--- src/logic/dpa_pkg.sv ---
// Purpose: Shared constants and state types of the dual parallel port adapter
// Assumes: One 10 MHz clock; all pins synchronous to it
// Notes: Control register layout and register-select codes live here

package dpa_pkg;

    // ------------------------------------------------------------
    // Clock and timing
    // ------------------------------------------------------------
    localparam int CLK_PERIOD_NS = 100;
    localparam real RESET_RECOVERY_US = 1.0;
    localparam int RESET_RECOVERY_CYC = int'((RESET_RECOVERY_US * 1000.0 + CLK_PERIOD_NS - 1) / CLK_PERIOD_NS);

    // ------------------------------------------------------------
    // Register select codes
    // ------------------------------------------------------------
    localparam logic [1:0] RS_FIRST_DATA = 2'h0;
    localparam logic [1:0] RS_FIRST_CTRL = 2'h1;
    localparam logic [1:0] RS_SECOND_DATA = 2'h2;
    localparam logic [1:0] RS_SECOND_CTRL = 2'h3;

    // ------------------------------------------------------------
    // Control register fields
    // ------------------------------------------------------------
    localparam int CR_INT1_EN = 0;
    localparam int CR_INT1_RISE = 1;
    localparam int CR_DIR_ACCESS = 2;
    localparam int CR_CTL2_B3 = 3;
    localparam int CR_CTL2_B4 = 4;
    localparam int CR_CTL2_OUT = 5;
    localparam int CR_FLAG2 = 6;
    localparam int CR_FLAG1 = 7;
    localparam int CR_RW_BITS = 6;

    // ------------------------------------------------------------
    // Reset values
    // ------------------------------------------------------------
    localparam logic [7:0] RST_BYTE = 8'h00;
    localparam logic [5:0] RST_CTRL = 6'h00;

    // ------------------------------------------------------------
    // State types
    // ------------------------------------------------------------
    typedef struct packed {
        logic line_prev;
        logic armed;
        logic blocked;
        logic flag;
    } dpa_cell_s;

    typedef struct packed {
        logic [1:0][7:0] outr;
        logic [1:0][7:0] dir;
        logic [1:0][5:0] ctl;
        logic en_prev;
        logic sel_l;
        logic rw_l;
        logic [1:0] rs_l;
        logic [7:0] din_l;
        logic [7:0] dout;
        logic [1:0] c2;
        logic [1:0] c2_pend;
        logic [1:0] desel_seen;
    } dpa_state_s;

endpackage

--- src/logic/dpa_edge_flag.sv ---
// Purpose: Edge-sensed interrupt flag for one peripheral control line
// Assumes: Strobe events arrive as one-cycle pulses
// Notes: Set beats clear in the same cycle

`timescale 1ns/1ns

module dpa_edge_flag
    import dpa_pkg::*;
(
    input wire logic clock_i,
    input wire logic rst_i,
    input wire logic wipe_i,
    input wire logic strobe_fall_i,
    input wire logic desel_fall_i,
    input wire logic line_i,
    input wire logic rise_sel_i,
    input wire logic listen_i,
    input wire logic clear_i,
    output logic flag_o
);

    dpa_cell_s q_r;
    dpa_cell_s q_nxt;
    logic act;
    logic prev_act;
    logic set_ev;

    // ------------------------------------------------------------
    // Edge sense
    // ------------------------------------------------------------
    always_comb begin
        act = rise_sel_i ? line_i : !line_i;
        prev_act = rise_sel_i ? q_r.line_prev : !q_r.line_prev;
        set_ev = listen_i && q_r.armed && !q_r.blocked && act && !prev_act;
        q_nxt = q_r;
        q_nxt.line_prev = line_i;
        if (strobe_fall_i) begin
            q_nxt.armed = !act;
        end
        if (set_ev) begin
            q_nxt.armed = 1'b0;
        end
        if (desel_fall_i) begin
            q_nxt.blocked = 1'b0;
        end
        if (clear_i) begin
            q_nxt.flag = 1'b0;
            q_nxt.blocked = 1'b1;
        end
        if (set_ev) begin
            q_nxt.flag = 1'b1;
        end
        if (wipe_i) begin
            q_nxt = '0;
        end
    end

    always_ff @(posedge clock_i or posedge rst_i) begin
        if (rst_i) begin
            q_r <= '0;
        end else begin
            q_r <= q_nxt;
        end
    end

    assign flag_o = q_r.flag;

    // ------------------------------------------------------------
    // Checks
    // ------------------------------------------------------------
    AST_BLOCKED_NO_SET: assert property (@(posedge clock_i) disable iff (rst_i)
        q_r.blocked |=> !$rose(flag_o)) else $error("flag set while blocked after clear");

    AST_SET_NEEDS_ARM: assert property (@(posedge clock_i) disable iff (rst_i)
        !q_r.armed |=> !$rose(flag_o)) else $error("flag set without conditioning strobe");

    AST_CLEAR_WORKS: assert property (@(posedge clock_i) disable iff (rst_i)
        clear_i && !set_ev |=> !flag_o) else $error("flag survived data read");

endmodule // dpa_edge_flag

--- src/logic/dpa_adapter.sv ---
// Purpose: Dual 8-bit parallel port adapter with processor pin interface
// Assumes: All pins synchronous to clock_i; enable strobe sampled as a level
// Notes: Strobe edges are detected in the clock domain, no second clock
// Notes on behaviour
// - Selected only when both high chip selects high and low select low.
// - Data bus drivers off except during a selected read.
// - Selected write with read_write low stores bus data on the strobe.
// - Read drives addressed register; drivers on only with selection and strobe.
// - Enable strobe edges are the only timing reference for the bus.
// - Reset pin low zeroes every register bit.
// - Interrupt requests are active-low open drain, pull low or release.
// - Request low when an enabled flag of its port is set.
// - Reading a port's data register clears both its flags.
// - Cleared flag stays blocked until a deselected strobe occurs.
// - Strobe at inactive level conditions edge; active edge then sets flag.
// - Direction bit one makes a line output, zero input.
// - Data read returns current level of input lines.
// - Output lines drive the output register bit value.
// - First port reads the sensed pin level even for outputs.
// - Second port floats input lines and reads outputs from register.
// - First control line is input only with selectable active edge.
// - Flags readable in control register bits seven and six.
// - Control bit two steers data location to data or direction register.
// - Control bits zero to five writable, six and seven read-only flags.
// - Bit zero enables first line request, bit one picks rising edge.
// - Bit five zero makes second line an input, one an output.

`timescale 1ns/1ns

module dpa_adapter
    import dpa_pkg::*;
#(
    parameter int WIDTH = 8
) (
    input wire logic clock_i,
    input wire logic rst_i,
    input wire logic reset_n_i,
    input wire logic chip_select_high_a_i,
    input wire logic chip_select_high_b_i,
    input wire logic chip_select_low_i,
    input wire logic register_select_low_bit_i,
    input wire logic register_select_high_bit_i,
    input wire logic read_write_i,
    input wire logic enable_i,
    input wire logic [WIDTH-1:0] processor_data_bus_i,
    output logic [WIDTH-1:0] processor_data_bus_o,
    output logic processor_data_bus_oe_n_o,
    output logic irq_port_first_n_o,
    output logic irq_port_first_n_oe_n_o,
    output logic irq_port_second_n_o,
    output logic irq_port_second_n_oe_n_o,
    input wire logic [WIDTH-1:0] first_port_lines_i,
    output logic [WIDTH-1:0] first_port_lines_o,
    output logic [WIDTH-1:0] first_port_lines_oe_n_o,
    input wire logic [WIDTH-1:0] second_port_lines_i,
    output logic [WIDTH-1:0] second_port_lines_o,
    output logic [WIDTH-1:0] second_port_lines_oe_n_o,
    input wire logic first_port_int_input_i,
    input wire logic second_port_int_input_i,
    input wire logic first_port_ctrl_line_i,
    output logic first_port_ctrl_line_o,
    output logic first_port_ctrl_line_oe_n_o,
    input wire logic second_port_ctrl_line_i,
    output logic second_port_ctrl_line_o,
    output logic second_port_ctrl_line_oe_n_o
);

    dpa_state_s q_r;
    dpa_state_s q_nxt;

    logic sel_now;
    logic en_fall;
    logic en_rise;
    logic desel_fall;
    logic wr_ev;
    logic rd_ev;
    logic [1:0] data_rd;
    logic [1:0] data_wr;
    logic [1:0][1:0] flag;
    logic [1:0] int1_in;
    logic [1:0] ctl2_in;
    logic [1:0][7:0] pin_in;
    logic [1:0] irq_req;
    logic [7:0] rd_mux;
    logic [7:0] port_rd;
    logic [1:0] p_sel;

    // ------------------------------------------------------------
    // Selection and strobe edges
    // ------------------------------------------------------------
    // three-way select decode
    assign sel_now = chip_select_high_a_i && chip_select_high_b_i && !chip_select_low_i;
    assign en_fall = q_r.en_prev && !enable_i;
    assign en_rise = !q_r.en_prev && enable_i;
    assign wr_ev = en_fall && q_r.sel_l && !q_r.rw_l;
    assign rd_ev = en_fall && q_r.sel_l && q_r.rw_l;
    assign desel_fall = en_fall && !q_r.sel_l;

    assign int1_in = {second_port_int_input_i, first_port_int_input_i};
    assign ctl2_in = {second_port_ctrl_line_i, first_port_ctrl_line_i};
    assign pin_in = {second_port_lines_i, first_port_lines_i};

    always_comb begin
        for (int p = 0; p < 2; p++) begin
            data_rd[p] = rd_ev && (q_r.rs_l == (p == 0 ? RS_FIRST_DATA : RS_SECOND_DATA))
                         && q_r.ctl[p][CR_DIR_ACCESS];
            data_wr[p] = wr_ev && (q_r.rs_l == (p == 0 ? RS_FIRST_DATA : RS_SECOND_DATA))
                         && q_r.ctl[p][CR_DIR_ACCESS];
        end
    end

    // ------------------------------------------------------------
    // Interrupt flags, two per port
    // ------------------------------------------------------------
    for (genvar p = 0; p < 2; p++) begin : g_port
        dpa_edge_flag u_flag1 (
            .clock_i(clock_i),
            .rst_i(rst_i),
            .wipe_i(!reset_n_i),
            .strobe_fall_i(en_fall),
            .desel_fall_i(desel_fall),
            .line_i(int1_in[p]),
            .rise_sel_i(q_r.ctl[p][CR_INT1_RISE]),
            .listen_i(1'b1),
            .clear_i(data_rd[p]),
            .flag_o(flag[p][1])
        );
        dpa_edge_flag u_flag2 (
            .clock_i(clock_i),
            .rst_i(rst_i),
            .wipe_i(!reset_n_i),
            .strobe_fall_i(en_fall),
            .desel_fall_i(desel_fall),
            .line_i(ctl2_in[p]),
            .rise_sel_i(q_r.ctl[p][CR_CTL2_B4]),
            .listen_i(!q_r.ctl[p][CR_CTL2_OUT]),
            .clear_i(data_rd[p]),
            .flag_o(flag[p][0])
        );
        assign irq_req[p] = (flag[p][1] && q_r.ctl[p][CR_INT1_EN])
                            || (flag[p][0] && q_r.ctl[p][CR_CTL2_B3] && !q_r.ctl[p][CR_CTL2_OUT]);
    end

    // ------------------------------------------------------------
    // Read data selection
    // ------------------------------------------------------------
    always_comb begin
        p_sel = q_r.rs_l;
        port_rd = RST_BYTE;
        rd_mux = RST_BYTE;
        p_sel = {register_select_high_bit_i, register_select_low_bit_i};
        if (register_select_high_bit_i) begin
            port_rd = (q_r.dir[1] & q_r.outr[1]) | (~q_r.dir[1] & pin_in[1]);
        end else begin
            port_rd = pin_in[0];
        end
        unique case (p_sel)
            RS_FIRST_DATA: begin
                rd_mux = q_r.ctl[0][CR_DIR_ACCESS] ? port_rd : q_r.dir[0];
            end
            RS_SECOND_DATA: begin
                rd_mux = q_r.ctl[1][CR_DIR_ACCESS] ? port_rd : q_r.dir[1];
            end
            RS_FIRST_CTRL: begin
                rd_mux = {flag[0][1], flag[0][0], q_r.ctl[0]};
            end
            RS_SECOND_CTRL: begin
                rd_mux = {flag[1][1], flag[1][0], q_r.ctl[1]};
            end
        endcase
    end

    // ------------------------------------------------------------
    // Register state
    // ------------------------------------------------------------
    always_comb begin
        q_nxt = q_r;
        q_nxt.en_prev = enable_i;
        if (enable_i) begin
            q_nxt.sel_l = sel_now;
            q_nxt.rw_l = read_write_i;
            q_nxt.rs_l = {register_select_high_bit_i, register_select_low_bit_i};
            q_nxt.din_l = processor_data_bus_i;
            q_nxt.dout = rd_mux;
        end
        if (wr_ev) begin
            unique case (q_r.rs_l)
                RS_FIRST_DATA: begin
                    if (q_r.ctl[0][CR_DIR_ACCESS]) begin
                        q_nxt.outr[0] = q_r.din_l;
                    end else begin
                        q_nxt.dir[0] = q_r.din_l;
                    end
                end
                RS_SECOND_DATA: begin
                    if (q_r.ctl[1][CR_DIR_ACCESS]) begin
                        q_nxt.outr[1] = q_r.din_l;
                    end else begin
                        q_nxt.dir[1] = q_r.din_l;
                    end
                end
                RS_FIRST_CTRL: begin
                    q_nxt.ctl[0] = q_r.din_l[CR_RW_BITS-1:0];
                end
                RS_SECOND_CTRL: begin
                    q_nxt.ctl[1] = q_r.din_l[CR_RW_BITS-1:0];
                end
            endcase
        end
        // Second control line output modes
        for (int p = 0; p < 2; p++) begin
            if (desel_fall) begin
                q_nxt.desel_seen[p] = 1'b1;
            end
            if (q_nxt.ctl[p][CR_CTL2_B4]) begin
                // Manual level follows bit three
                q_nxt.c2[p] = q_nxt.ctl[p][CR_CTL2_B3];
                q_nxt.c2_pend[p] = 1'b0;
            end else if (p == 0) begin
                // First port: strobe low after data read
                if (data_rd[0]) begin
                    q_nxt.c2[0] = 1'b0;
                    q_nxt.desel_seen[0] = 1'b0;
                end else if (q_r.ctl[0][CR_CTL2_B3] && desel_fall) begin
                    q_nxt.c2[0] = 1'b1;
                end else if (!q_r.ctl[0][CR_CTL2_B3] && flag[0][1]) begin
                    q_nxt.c2[0] = 1'b1;
                end
            end else begin
                // Second port: low on the rise after a data write
                if (data_wr[1]) begin
                    q_nxt.c2_pend[1] = 1'b1;
                    q_nxt.desel_seen[1] = 1'b0;
                end
                if (en_rise && q_r.c2_pend[1]) begin
                    q_nxt.c2[1] = 1'b0;
                    q_nxt.c2_pend[1] = 1'b0;
                end else if (q_r.ctl[1][CR_CTL2_B3] && en_rise && q_r.desel_seen[1]) begin
                    q_nxt.c2[1] = 1'b1;
                    q_nxt.desel_seen[1] = 1'b0;
                end else if (!q_r.ctl[1][CR_CTL2_B3] && flag[1][1] && !q_r.c2_pend[1]) begin
                    q_nxt.c2[1] = 1'b1;
                end
            end
        end
        if (!reset_n_i) begin
            q_nxt = '0;
        end
    end

    always_ff @(posedge clock_i or posedge rst_i) begin
        if (rst_i) begin
            q_r <= '0;
        end else begin
            q_r <= q_nxt;
        end
    end

    // ------------------------------------------------------------
    // Pin drive
    // ------------------------------------------------------------
    // drivers only in selected read strobe
    assign processor_data_bus_oe_n_o = !(sel_now && read_write_i && enable_i);
    assign processor_data_bus_o = q_r.dout;

    assign irq_port_first_n_o = 1'b0;
    assign irq_port_second_n_o = 1'b0;
    assign irq_port_first_n_oe_n_o = !irq_req[0];
    assign irq_port_second_n_oe_n_o = !irq_req[1];

    assign first_port_lines_o = q_r.outr[0];
    assign first_port_lines_oe_n_o = ~q_r.dir[0];
    assign second_port_lines_o = q_r.outr[1];
    assign second_port_lines_oe_n_o = ~q_r.dir[1];

    assign first_port_ctrl_line_o = q_r.c2[0];
    assign first_port_ctrl_line_oe_n_o = !q_r.ctl[0][CR_CTL2_OUT];
    assign second_port_ctrl_line_o = q_r.c2[1];
    assign second_port_ctrl_line_oe_n_o = !q_r.ctl[1][CR_CTL2_OUT];

    // ------------------------------------------------------------
    // Checks
    // ------------------------------------------------------------
    AST_BUS_QUIET: assert property (@(posedge clock_i) disable iff (rst_i)
        !enable_i || !read_write_i |-> processor_data_bus_oe_n_o) else $error("data bus driven outside read");

    AST_DESELECT_NO_WRITE: assert property (@(posedge clock_i) disable iff (rst_i)
        en_fall && !q_r.sel_l && reset_n_i |=> q_r.ctl == $past(q_r.ctl) && q_r.dir == $past(q_r.dir))
        else $error("deselected strobe changed a register");

    AST_WRITE_DIR: assert property (@(posedge clock_i) disable iff (rst_i)
        wr_ev && reset_n_i && q_r.rs_l == RS_FIRST_DATA && !q_r.ctl[0][CR_DIR_ACCESS]
        |=> q_r.dir[0] == $past(q_r.din_l)) else $error("direction write lost");

    AST_WRITE_CTRL: assert property (@(posedge clock_i) disable iff (rst_i)
        wr_ev && reset_n_i && q_r.rs_l == RS_SECOND_CTRL
        |=> q_r.ctl[1] == $past(q_r.din_l[CR_RW_BITS-1:0])) else $error("control write lost");

    AST_READ_DATA: assert property (@(posedge clock_i) disable iff (rst_i)
        enable_i && register_select_high_bit_i && !register_select_low_bit_i && q_r.ctl[1][CR_DIR_ACCESS]
        ##1 enable_i && $stable(second_port_lines_i) && $stable(q_r.outr[1]) && $stable(q_r.dir[1])
        |-> processor_data_bus_o == ((q_r.dir[1] & q_r.outr[1]) | (~q_r.dir[1] & second_port_lines_i)))
        else $error("second port read value wrong");

    AST_FIRST_READ: assert property (@(posedge clock_i) disable iff (rst_i)
        enable_i && !register_select_high_bit_i && !register_select_low_bit_i && q_r.ctl[0][CR_DIR_ACCESS]
        ##1 enable_i && $stable(first_port_lines_i) |-> processor_data_bus_o == first_port_lines_i)
        else $error("first port read is not the pin level");

    AST_RESET_PIN: assert property (@(posedge clock_i) disable iff (rst_i)
        !reset_n_i |=> q_r.ctl == '0 && q_r.dir == '0 && q_r.outr == '0 && irq_port_first_n_oe_n_o
        ##1 flag == '0) else $error("reset pin left state");

    AST_IRQ_LOW: assert property (@(posedge clock_i) disable iff (rst_i)
        flag[0][1] && q_r.ctl[0][CR_INT1_EN] |-> !irq_port_first_n_oe_n_o && !irq_port_first_n_o)
        else $error("enabled flag gave no request");

    AST_FLAG_CLEAR: assert property (@(posedge clock_i) disable iff (rst_i)
        data_rd[1] ##1 !$rose(flag[1][1]) |-> !flag[1][1]) else $error("data read did not clear flag");

    AST_PORT_DRIVE: assert property (@(posedge clock_i) disable iff (rst_i)
        $changed(q_r.outr[1]) |-> second_port_lines_o == q_r.outr[1] && (second_port_lines_oe_n_o == ~q_r.dir[1]))
        else $error("second port drive mismatch");

endmodule // dpa_adapter

--- config.mk ---
export PLATFORM = sky130hd
export DESIGN_NAME = dpa_adapter
export DESIGN_NICKNAME = d
export VERILOG_FILES = /design/src/logic/dpa_pkg.sv /design/src/logic/dpa_edge_flag.sv /design/src/logic/dpa_adapter.sv
export SDC_FILE = /design/constraint.sdc
export NUM_CORES = 1
export LEC_CHECK = 0
export BUFFER_PORTS_ARGS = -buffer_cell sky130_fd_sc_hd__buf_2
export CAP_MARGIN = 25
export CORE_UTILIZATION = 49
export CTS_CLUSTER_DIAMETER = 120
export DETAILED_ROUTE_END_ITERATION = 8
export GPL_TIMING_DRIVEN = 1
export HOLD_SLACK_MARGIN = 0.02
export PLACE_DENSITY = 0.75
export SLEW_MARGIN = 40
export SYNTH_ARGS = -nofsm -noshare
export SYNTH_HDL_FRONTEND = slang
export SYNTH_HIERARCHICAL = 1
export SYNTH_SLANG_ARGS = --single-unit
export TNS_END_PERCENT = 30
--- constraint.sdc ---
create_clock -name clock_i -period 2 [get_ports clock_i]
set_clock_uncertainty 0.1 [all_clocks]
set_input_delay 0.1 -clock clock_i [delete_from_list [all_inputs] [get_ports clock_i]]
set_output_delay 0.1 -clock clock_i [all_outputs]
set_load 0.02 [all_outputs]
==> flow_summary_export.csv, run 1 <==
group,metric,value,unit
global_routing,use_met2,36.6,%
sta,rsz0062_at_grt,"yes",
worst_setup_path,end_kind,"register",
synth,synthFlopType,"dfrtp_1",
power,ir_worst_vdd,276,uV
clock_tree,postCtsSetupBuffers,0,
final_layout,area_growth,16.9,%
sta,setup_viol,0,
sta,finalCriticalPeriod,1920,ps
clock_tree,cts_made_buffers,9,
synth,synth.distinct_cells,50,
routing,drt_iter0_drc,210,
synth,synthesis.area,4620,um2
final_layout,diodes,0,
worst_setup_path,cp_slowest_cell,"or4b_1",
floorplanning,start_util,50.2,%
synth,synthTopCellsByCount,"dfrtp_1, nor2_1, mux2i_1, inv_1, buf_4",
worst_setup_path,crit_arrival,2090,ps
worst_setup_path,criticalPathCategory,"register to register",
floorplanning,die_area,9820,um2
sta,slew_violations,0,
clock_tree,worstSkewPairLatency,350,ps
sta,period_share,96.0,%
synth,synth.most_common_cell,"dfrtp_1",
global_routing,grt_first_pass_wirelength,18300,um
clock_tree,cts_tree,"yes",
sta,relSlewSlack,65.2,%
floorplanning,num_io_pins,87,
global_routing,grt.total_usage,24.3,%
final_layout,n_fill_cell,796,
worst_setup_path,cp_max_fo,5,
global_routing,antenna_found_initial,0,
worst_setup_path,path_cells,"nor4bb_4, and3_2, or4b_1, a32oi_1",
placed_design,port_buffers,84,
clock_tree,clk_pin_slew,80,ps
sta,fmax,0.521,GHz
synth,async_flop_share,100,%
power,powerDensity,607,nW/um2
placed_design,routabilityCongestion,0.844,
floorplanning,die_x,99.1,um
global_routing,met3_usage,3.51,%
routing,vias_per_cell,5.51,
synth,synth_cells,471,
worst_setup_path,worstSetupStartpointType,"register",
clock_tree,cts-htree-levels,3,
worst_setup_path,cp_slowest_stage_delay,480,ps
synth,yosys-top-cells-area,"dfrtp_1, mux2i_1, nor2_1",
power,p_leak,2.44,nW
floorplanning,die_h,99.1,um
clock_tree,root_buffer,"clkbuf_8",
run_status,status,"complete, no violations",
final_layout,final_core_util,58.7,%
global_routing,grtUsageMet1,36.2,%
synth,synth_edf_count,0,
routing,antenna_left,0,
routing,dr.pass1.iters,5,
global_routing,grt_pass1_vias,3509,
power,power.total,3.28,mW
synth,ys_warn_count,6,
floorplanning,core-area,9200,um2
routing,drc,0,
synth,synth_top_area_share,46.0,%
global_routing,overflow,0,
final_layout,multi_input_area,2030,um2
worst_hold_path,hold_path.class,"primary input to register",
routing,routed_wirelength,11300,um
global_routing,grt_max_degree,70,
sta,tightest_slew,509,ps
clock_tree,clock_sinks,85,
synth,ys_ff_latch,85,
routing,wl_per_cell,16.9,um
global_routing,grt.busiest_layer,"met2",
sta,hold_violations,0,
placed_design,hpwl,7900,um
clock_tree,clockBufferDepth,2,
job,cap_viol_max_count,0,
synth,syn_area_per_cell,9.81,um2
routing,vias,3677,
synth,ys_seq_area_share,46.0,%
final_layout,drive_gt1_share,24.1,%
final_layout,nets,590,
synth,synth_top_cell_by_area,"dfrtp_1",
worst_setup_path,worstPathRequired,2170,ps
final_layout,seq_area,2130,um2
floorplanning,rows,35,
cell usage in the layout (no fill, tap or decap), types with 6 or more instances in the layout:
cell type      Yosys  final
nor2_1            70     70
inv_1             42     41
a21oi_1           20     20
dfrtp_1           85     85
buf_2              3     84
buf_4             26     20
a2111oi_0          7      7
nand2_1           17     17
mux2i_1           69     69
o21ai_0            6      6
nor2b_1           11     11
dlygate4sd3_1      0     15
nor3_1             9      8
clkbuf_8           0     11
o22ai_1            8      8
repair_timing:
item	in CTS	in global routing
hold endpoints to repair	103	0
hold buffers	15	0
setup endpoints to repair	0	9
resized for setup	0	2
cell type report:
| type | instances | share of cell area [%] |
|---|---|---|
| clock inverter | 3 | 0.834 |
| inverter | 43 | 2.99 |
| sequential | 85 | 39.4 |
| tap | 111 | 2.57 |
| multi-input combinational | 293 | 37.6 |
| timing repair buffer | 120 | 13.7 |
| clock buffer | 12 | 2.87 |
stage by stage:
step	setup TNS [ps]	hold WS (ps)	cell area, um2	instances	setup WS [ps]
after detailed placement	0	-56.4	5040	637	94.1
after floorplan	0	-234	4630	473	60.1
after global placement	0	-57.6	5040	637	148
final	0	39.6	5400	667	79.9
after CTS	0	41.9	5390	667	64.0
after global routing	-35.0	62.0	5400	667	-19.0
power breakdown:
group	switching, mW	internal [mW]	total [mW]	leakage (nW)
Combinational	0.153	0.109	0.262	1.18
Sequential	0.0352	1.74	1.78	1.17
Clock	0.599	0.639	1.24	0.0947
Total	0.788	2.49	3.28	2.44
worst paths after layout:
kind | from | end | slack [ps] | depth (start not counted)
worst max-delay path | q_r[25]$_DFFE_PP0P_ | second_port_ctrl_line_o$_DFFE_PP0P_ | 80 | 4
worst min-delay path | chip_select_high_b_i | q_r[25]$_DFFE_PP0P_ | 40 | 5
worst max register to register | q_r[25]$_DFFE_PP0P_ | second_port_ctrl_line_o$_DFFE_PP0P_ | 80 | 4
worst min register to register | q_r[49]$_DFFE_PP0P_ | q_r[49]$_DFFE_PP0P_ | 430 | 2
max in group asynchronous | rst_i | q_r[3]$_DFFE_PP0P_ | 1170 | 4
min in group asynchronous | rst_i | g_port[0].u_flag1/q_r[3]$_DFF_PP0_ | 130 | 3
kinds of logic after synthesis:
| kind of cell | after synthesis | share of synthesized area [%] |
|---|---|---|
| AND/OR/NAND/NOR | 144 | 16.5 |
| buffers and inverters | 95 | 10.4 |
| flip-flops | 85 | 46.0 |
| multiplexers | 71 | 15.4 |
| AO/OA/AOI/OAI | 70 | 10.7 |
| XOR/XNOR | 4 | 0.758 |
| other | 2 | 0.163 |
layer usage:
metal / up-vias / wire length, um
met1: 1803 / 5390
met2: 123 / 5120
met3: 15 / 571
met5: - / 0
met4: 0 / 174
li1: 1736 / -
critical path: cells and delay by family, from the launching register on:
kind,cells,cell delay [ps]
simple gates,3,1090
flops,1,430
compound gates,1,220
registers in the layout (all words and copies together), names as in the netlist:
register                 flops
g_port.u_flag1/q_r           6
g_port.u_flag2/flag_o        2
second_port_lines_o          8
g_port.u_flag1/flag_o        2
processor_data_bus_o         8
first_port_ctrl_line_o       1
g_port.u_flag2/q_r           6
second_port_ctrl_line_o      1
q_r                         43
first_port_lines_o           8
Power figures use the tool's default switching activity.
==> inputs of run 2 (changes only) <==
--- a/config.mk
+++ b/config.mk
@@ -7,6 +7,7 @@
 export LEC_CHECK = 0
 export BUFFER_PORTS_ARGS = -buffer_cell sky130_fd_sc_hd__buf_2
 export CAP_MARGIN = 25
+export CORE_MARGIN = 8
 export CORE_UTILIZATION = 49
 export CTS_CLUSTER_DIAMETER = 120
 export DETAILED_ROUTE_END_ITERATION = 8
@@ -16,6 +17,5 @@
 export SLEW_MARGIN = 40
 export SYNTH_ARGS = -nofsm -noshare
 export SYNTH_HDL_FRONTEND = slang
-export SYNTH_HIERARCHICAL = 1
 export SYNTH_SLANG_ARGS = --single-unit
 export TNS_END_PERCENT = 30
==> run 2 against run 1 <==
Non-clock buffer count unchanged; sequential share of layout area grew 0.43 points; worst hold slack better by 14 ps; first-iteration DRC count up 37%; largest cell class unchanged; sequential power is essentially flat; final cell count is 0.30% lower; critical path depth up 1; register-to-register slack better by 90 ps.
==> flow_summary_export.csv, run 2 <==
group,metric,value,unit
run_status,status,"complete, no violations",
clock_tree,root_buffer,"clkbuf_8",
global_routing,antenna_found_initial,0,
final_layout,final_common_cell,"buf_2",
final_layout,final_cell_mix,"buf_2, dfrtp_1, nor2_1",
global_routing,grt_first_pass_wirelength,20700,um
synth,synth_compound_area_share,14.0,%
final_layout,largest_register_ffs,43,
synth,synth.distinct_cells,48,
placed_design,placed_area,4880,um2
worst_setup_path,cp_max_fo,13,
synth,synthFlopType,"dfrtp_1",
power,p_leak,2.32,nW
synth,syn_area_per_cell,9.39,um2
worst_setup_path,worstPathRequired,2150,ps
floorplanning,num_io_pins,87,
placed_design,routabilityCongestion,0.832,
synth,synth_fa_ha_area_share,0,%
final_layout,drive_gt1_share,23.0,%
synth,synth_edf_count,0,
sta,hold_slack,53.7,ps
routing,antenna_left,0,
sta,hold_violations,0,
synth,muxShareOfSynthArea,12.4,%
global_routing,grt.total_usage,20.3,%
synth,synth_top_area_share,46.7,%
clock_tree,clock_sinks,83,
floorplanning,die_area,12400,um2
clock_tree,cts_resized,0,
worst_setup_path,crit_arrival,1980,ps
global_routing,overflow,0,
floorplanning,die_h,111,um
clock_tree,clockBufferDepth,2,
routing,vias_per_cell,5.72,
routing,routed_wirelength,12600,um
placed_design,port_buffers,84,
clock_tree,postCtsSetupBuffers,0,
synth,synthesis.area,4450,um2
synth,ys_warn_count,0,
clock_tree,clk_pin_slew,90,ps
final_layout,area_growth,17.2,%
power,powerDensity,602,nW/um2
sta,setup-tns-final,0,ps
global_routing,grt_max_degree,84,
final_layout,regMostFlops,"q_r",
sta,setup_ws,174,ps
routing,wl_per_cell,18.9,um
routing,vias,3802,
sta,slew_violations,0,
synth,async_flop_share,100,%
sta,period_share,91.3,%
worst_setup_path,worstSetupStartpointType,"register",
final_layout,postLayoutCellArea,5220,um2
final_layout,diodes,0,
clock_tree,cts_made_buffers,9,
routing,dr.pass1.iters,5,
sta,fmax,0.548,GHz
sta,setup_viol,0,
synth,yosys-top-cells-area,"dfrtp_1, mux2i_1, nor2_1",
worst_hold_path,hold_path.class,"primary input to register",
routing,drt_iter0_drc,287,
sta,tightest_slew,641,ps
clock_tree,cts-htree-levels,3,
synth,synth_top_cell_by_area,"dfrtp_1",
final_layout,final-instance-count-excl-fill,665,
synth,synth_top_family_by_area,"simple AND/OR/NAND/NOR gates",
synth,ys_seq_area_share,46.7,%
job,cap_viol_max_count,0,
synth,synthSimpleGateAreaFrac,15.6,%
sta,relSlewSlack,56.1,%
floorplanning,start_util,50.8,%
clock_tree,worstSkewPairLatency,360,ps
global_routing,grt_pass1_vias,3905,
power,power.total,3.14,mW
final_layout,nets,590,
synth,synth.most_common_cell,"dfrtp_1",
synth,synth-xor-area-share,0.787,%
worst_setup_path,end_kind,"register",
floorplanning,core-area,8760,um2
worst_setup_path,criticalPathCategory,"register to register",
sta,finalCriticalPeriod,1830,ps
sta,rsz0062_at_grt,"no",
floorplanning,rows,34,
synth,synth_cells,474,
synth,ys_ff_latch,83,
clock_tree,cts_tree,"yes",
floorplanning,die_x,111,um
placed_design,hpwl,8840,um
clock_tree,cts_hold_buf,16,
routing,drc,0,
final_layout,final_core_util,59.5,%
placed_design,post-place-cells,633,
power,ir_worst_vdd,358,uV
synth,synthTopCellsByCount,"dfrtp_1, nor2_1, mux2i_1, inv_1, buf_4",
placed_design,dp_slack,206,ps
## run 2: cell types whose count changed after synthesis, sizes merged, moves of 6 or more
cell,change
nor2,-13
mux2i,-15
o21ai,+16
nand3,+6
## run 2: routing by layer
| layer | track usage, % | wire length, um | vias up | share of wire (%) |
|---|---|---|---|---|
| met1 | 26.2 | 5610 | 1859 | 45 |
| li1 | - | - | 1755 | - |
| met2 | 32.3 | 5820 | 166 | 46 |
| met4 | 5.96 | 214 | 0 | 1.7 |
| met5 | 0 | 0 | - | 0 |
| met3 | 5.57 | 910 | 22 | 7.3 |
## run 2: layout make-up
cell class	instances	area (um2)
clock buffer	9	124
tap	108	135
timing repair buffer	120	756
multi-input combinational	297	1920
sequential	83	2080
clock inverter	7	50.0
inverter	41	158
fill	776	3550
## run 2: power by group
group	internal, mW	switching, mW
combinational	0.116	0.160
sequential	1.70	0.0456
clock	0.458	0.658
total	2.28	0.863
## run 2: cell families after synthesis
family | Yosys count
simple gates | 139
compound gates | 97
buf+inv | 95
flops | 83
mux | 55
xor+xnor | 4
other cells | 1
## run 2: worst max-delay path, cell delays in order, from the launching register on
cell and delay [ps]:
dfrtp_1 500, nand4bb_4 260, nor3_1 250, buf_4 250, a41oi_1 70, o221a_2 270
## run 2: worst paths after layout
path	from	end	slack, ps	cells after the start
setup / recovery	q_r[25]$_DFFE_PP0P_	q_r[1]$_DFF_PP0_	170	5
hold / removal	first_port_lines_i[2]	processor_data_bus_o[2]$_DFFE_PP0P_	50	4
setup reg to reg	q_r[25]$_DFFE_PP0P_	q_r[1]$_DFF_PP0_	170	5
hold reg to reg	first_port_lines_o[3]$_DFFE_PP0P_	first_port_lines_o[3]$_DFFE_PP0P_	430	2
max in group asynchronous	rst_i	q_r[31]$_DFF_PP0_	1150	4
min in group asynchronous	rst_i	second_port_lines_o[1]$_DFFE_PP0P_	280	4
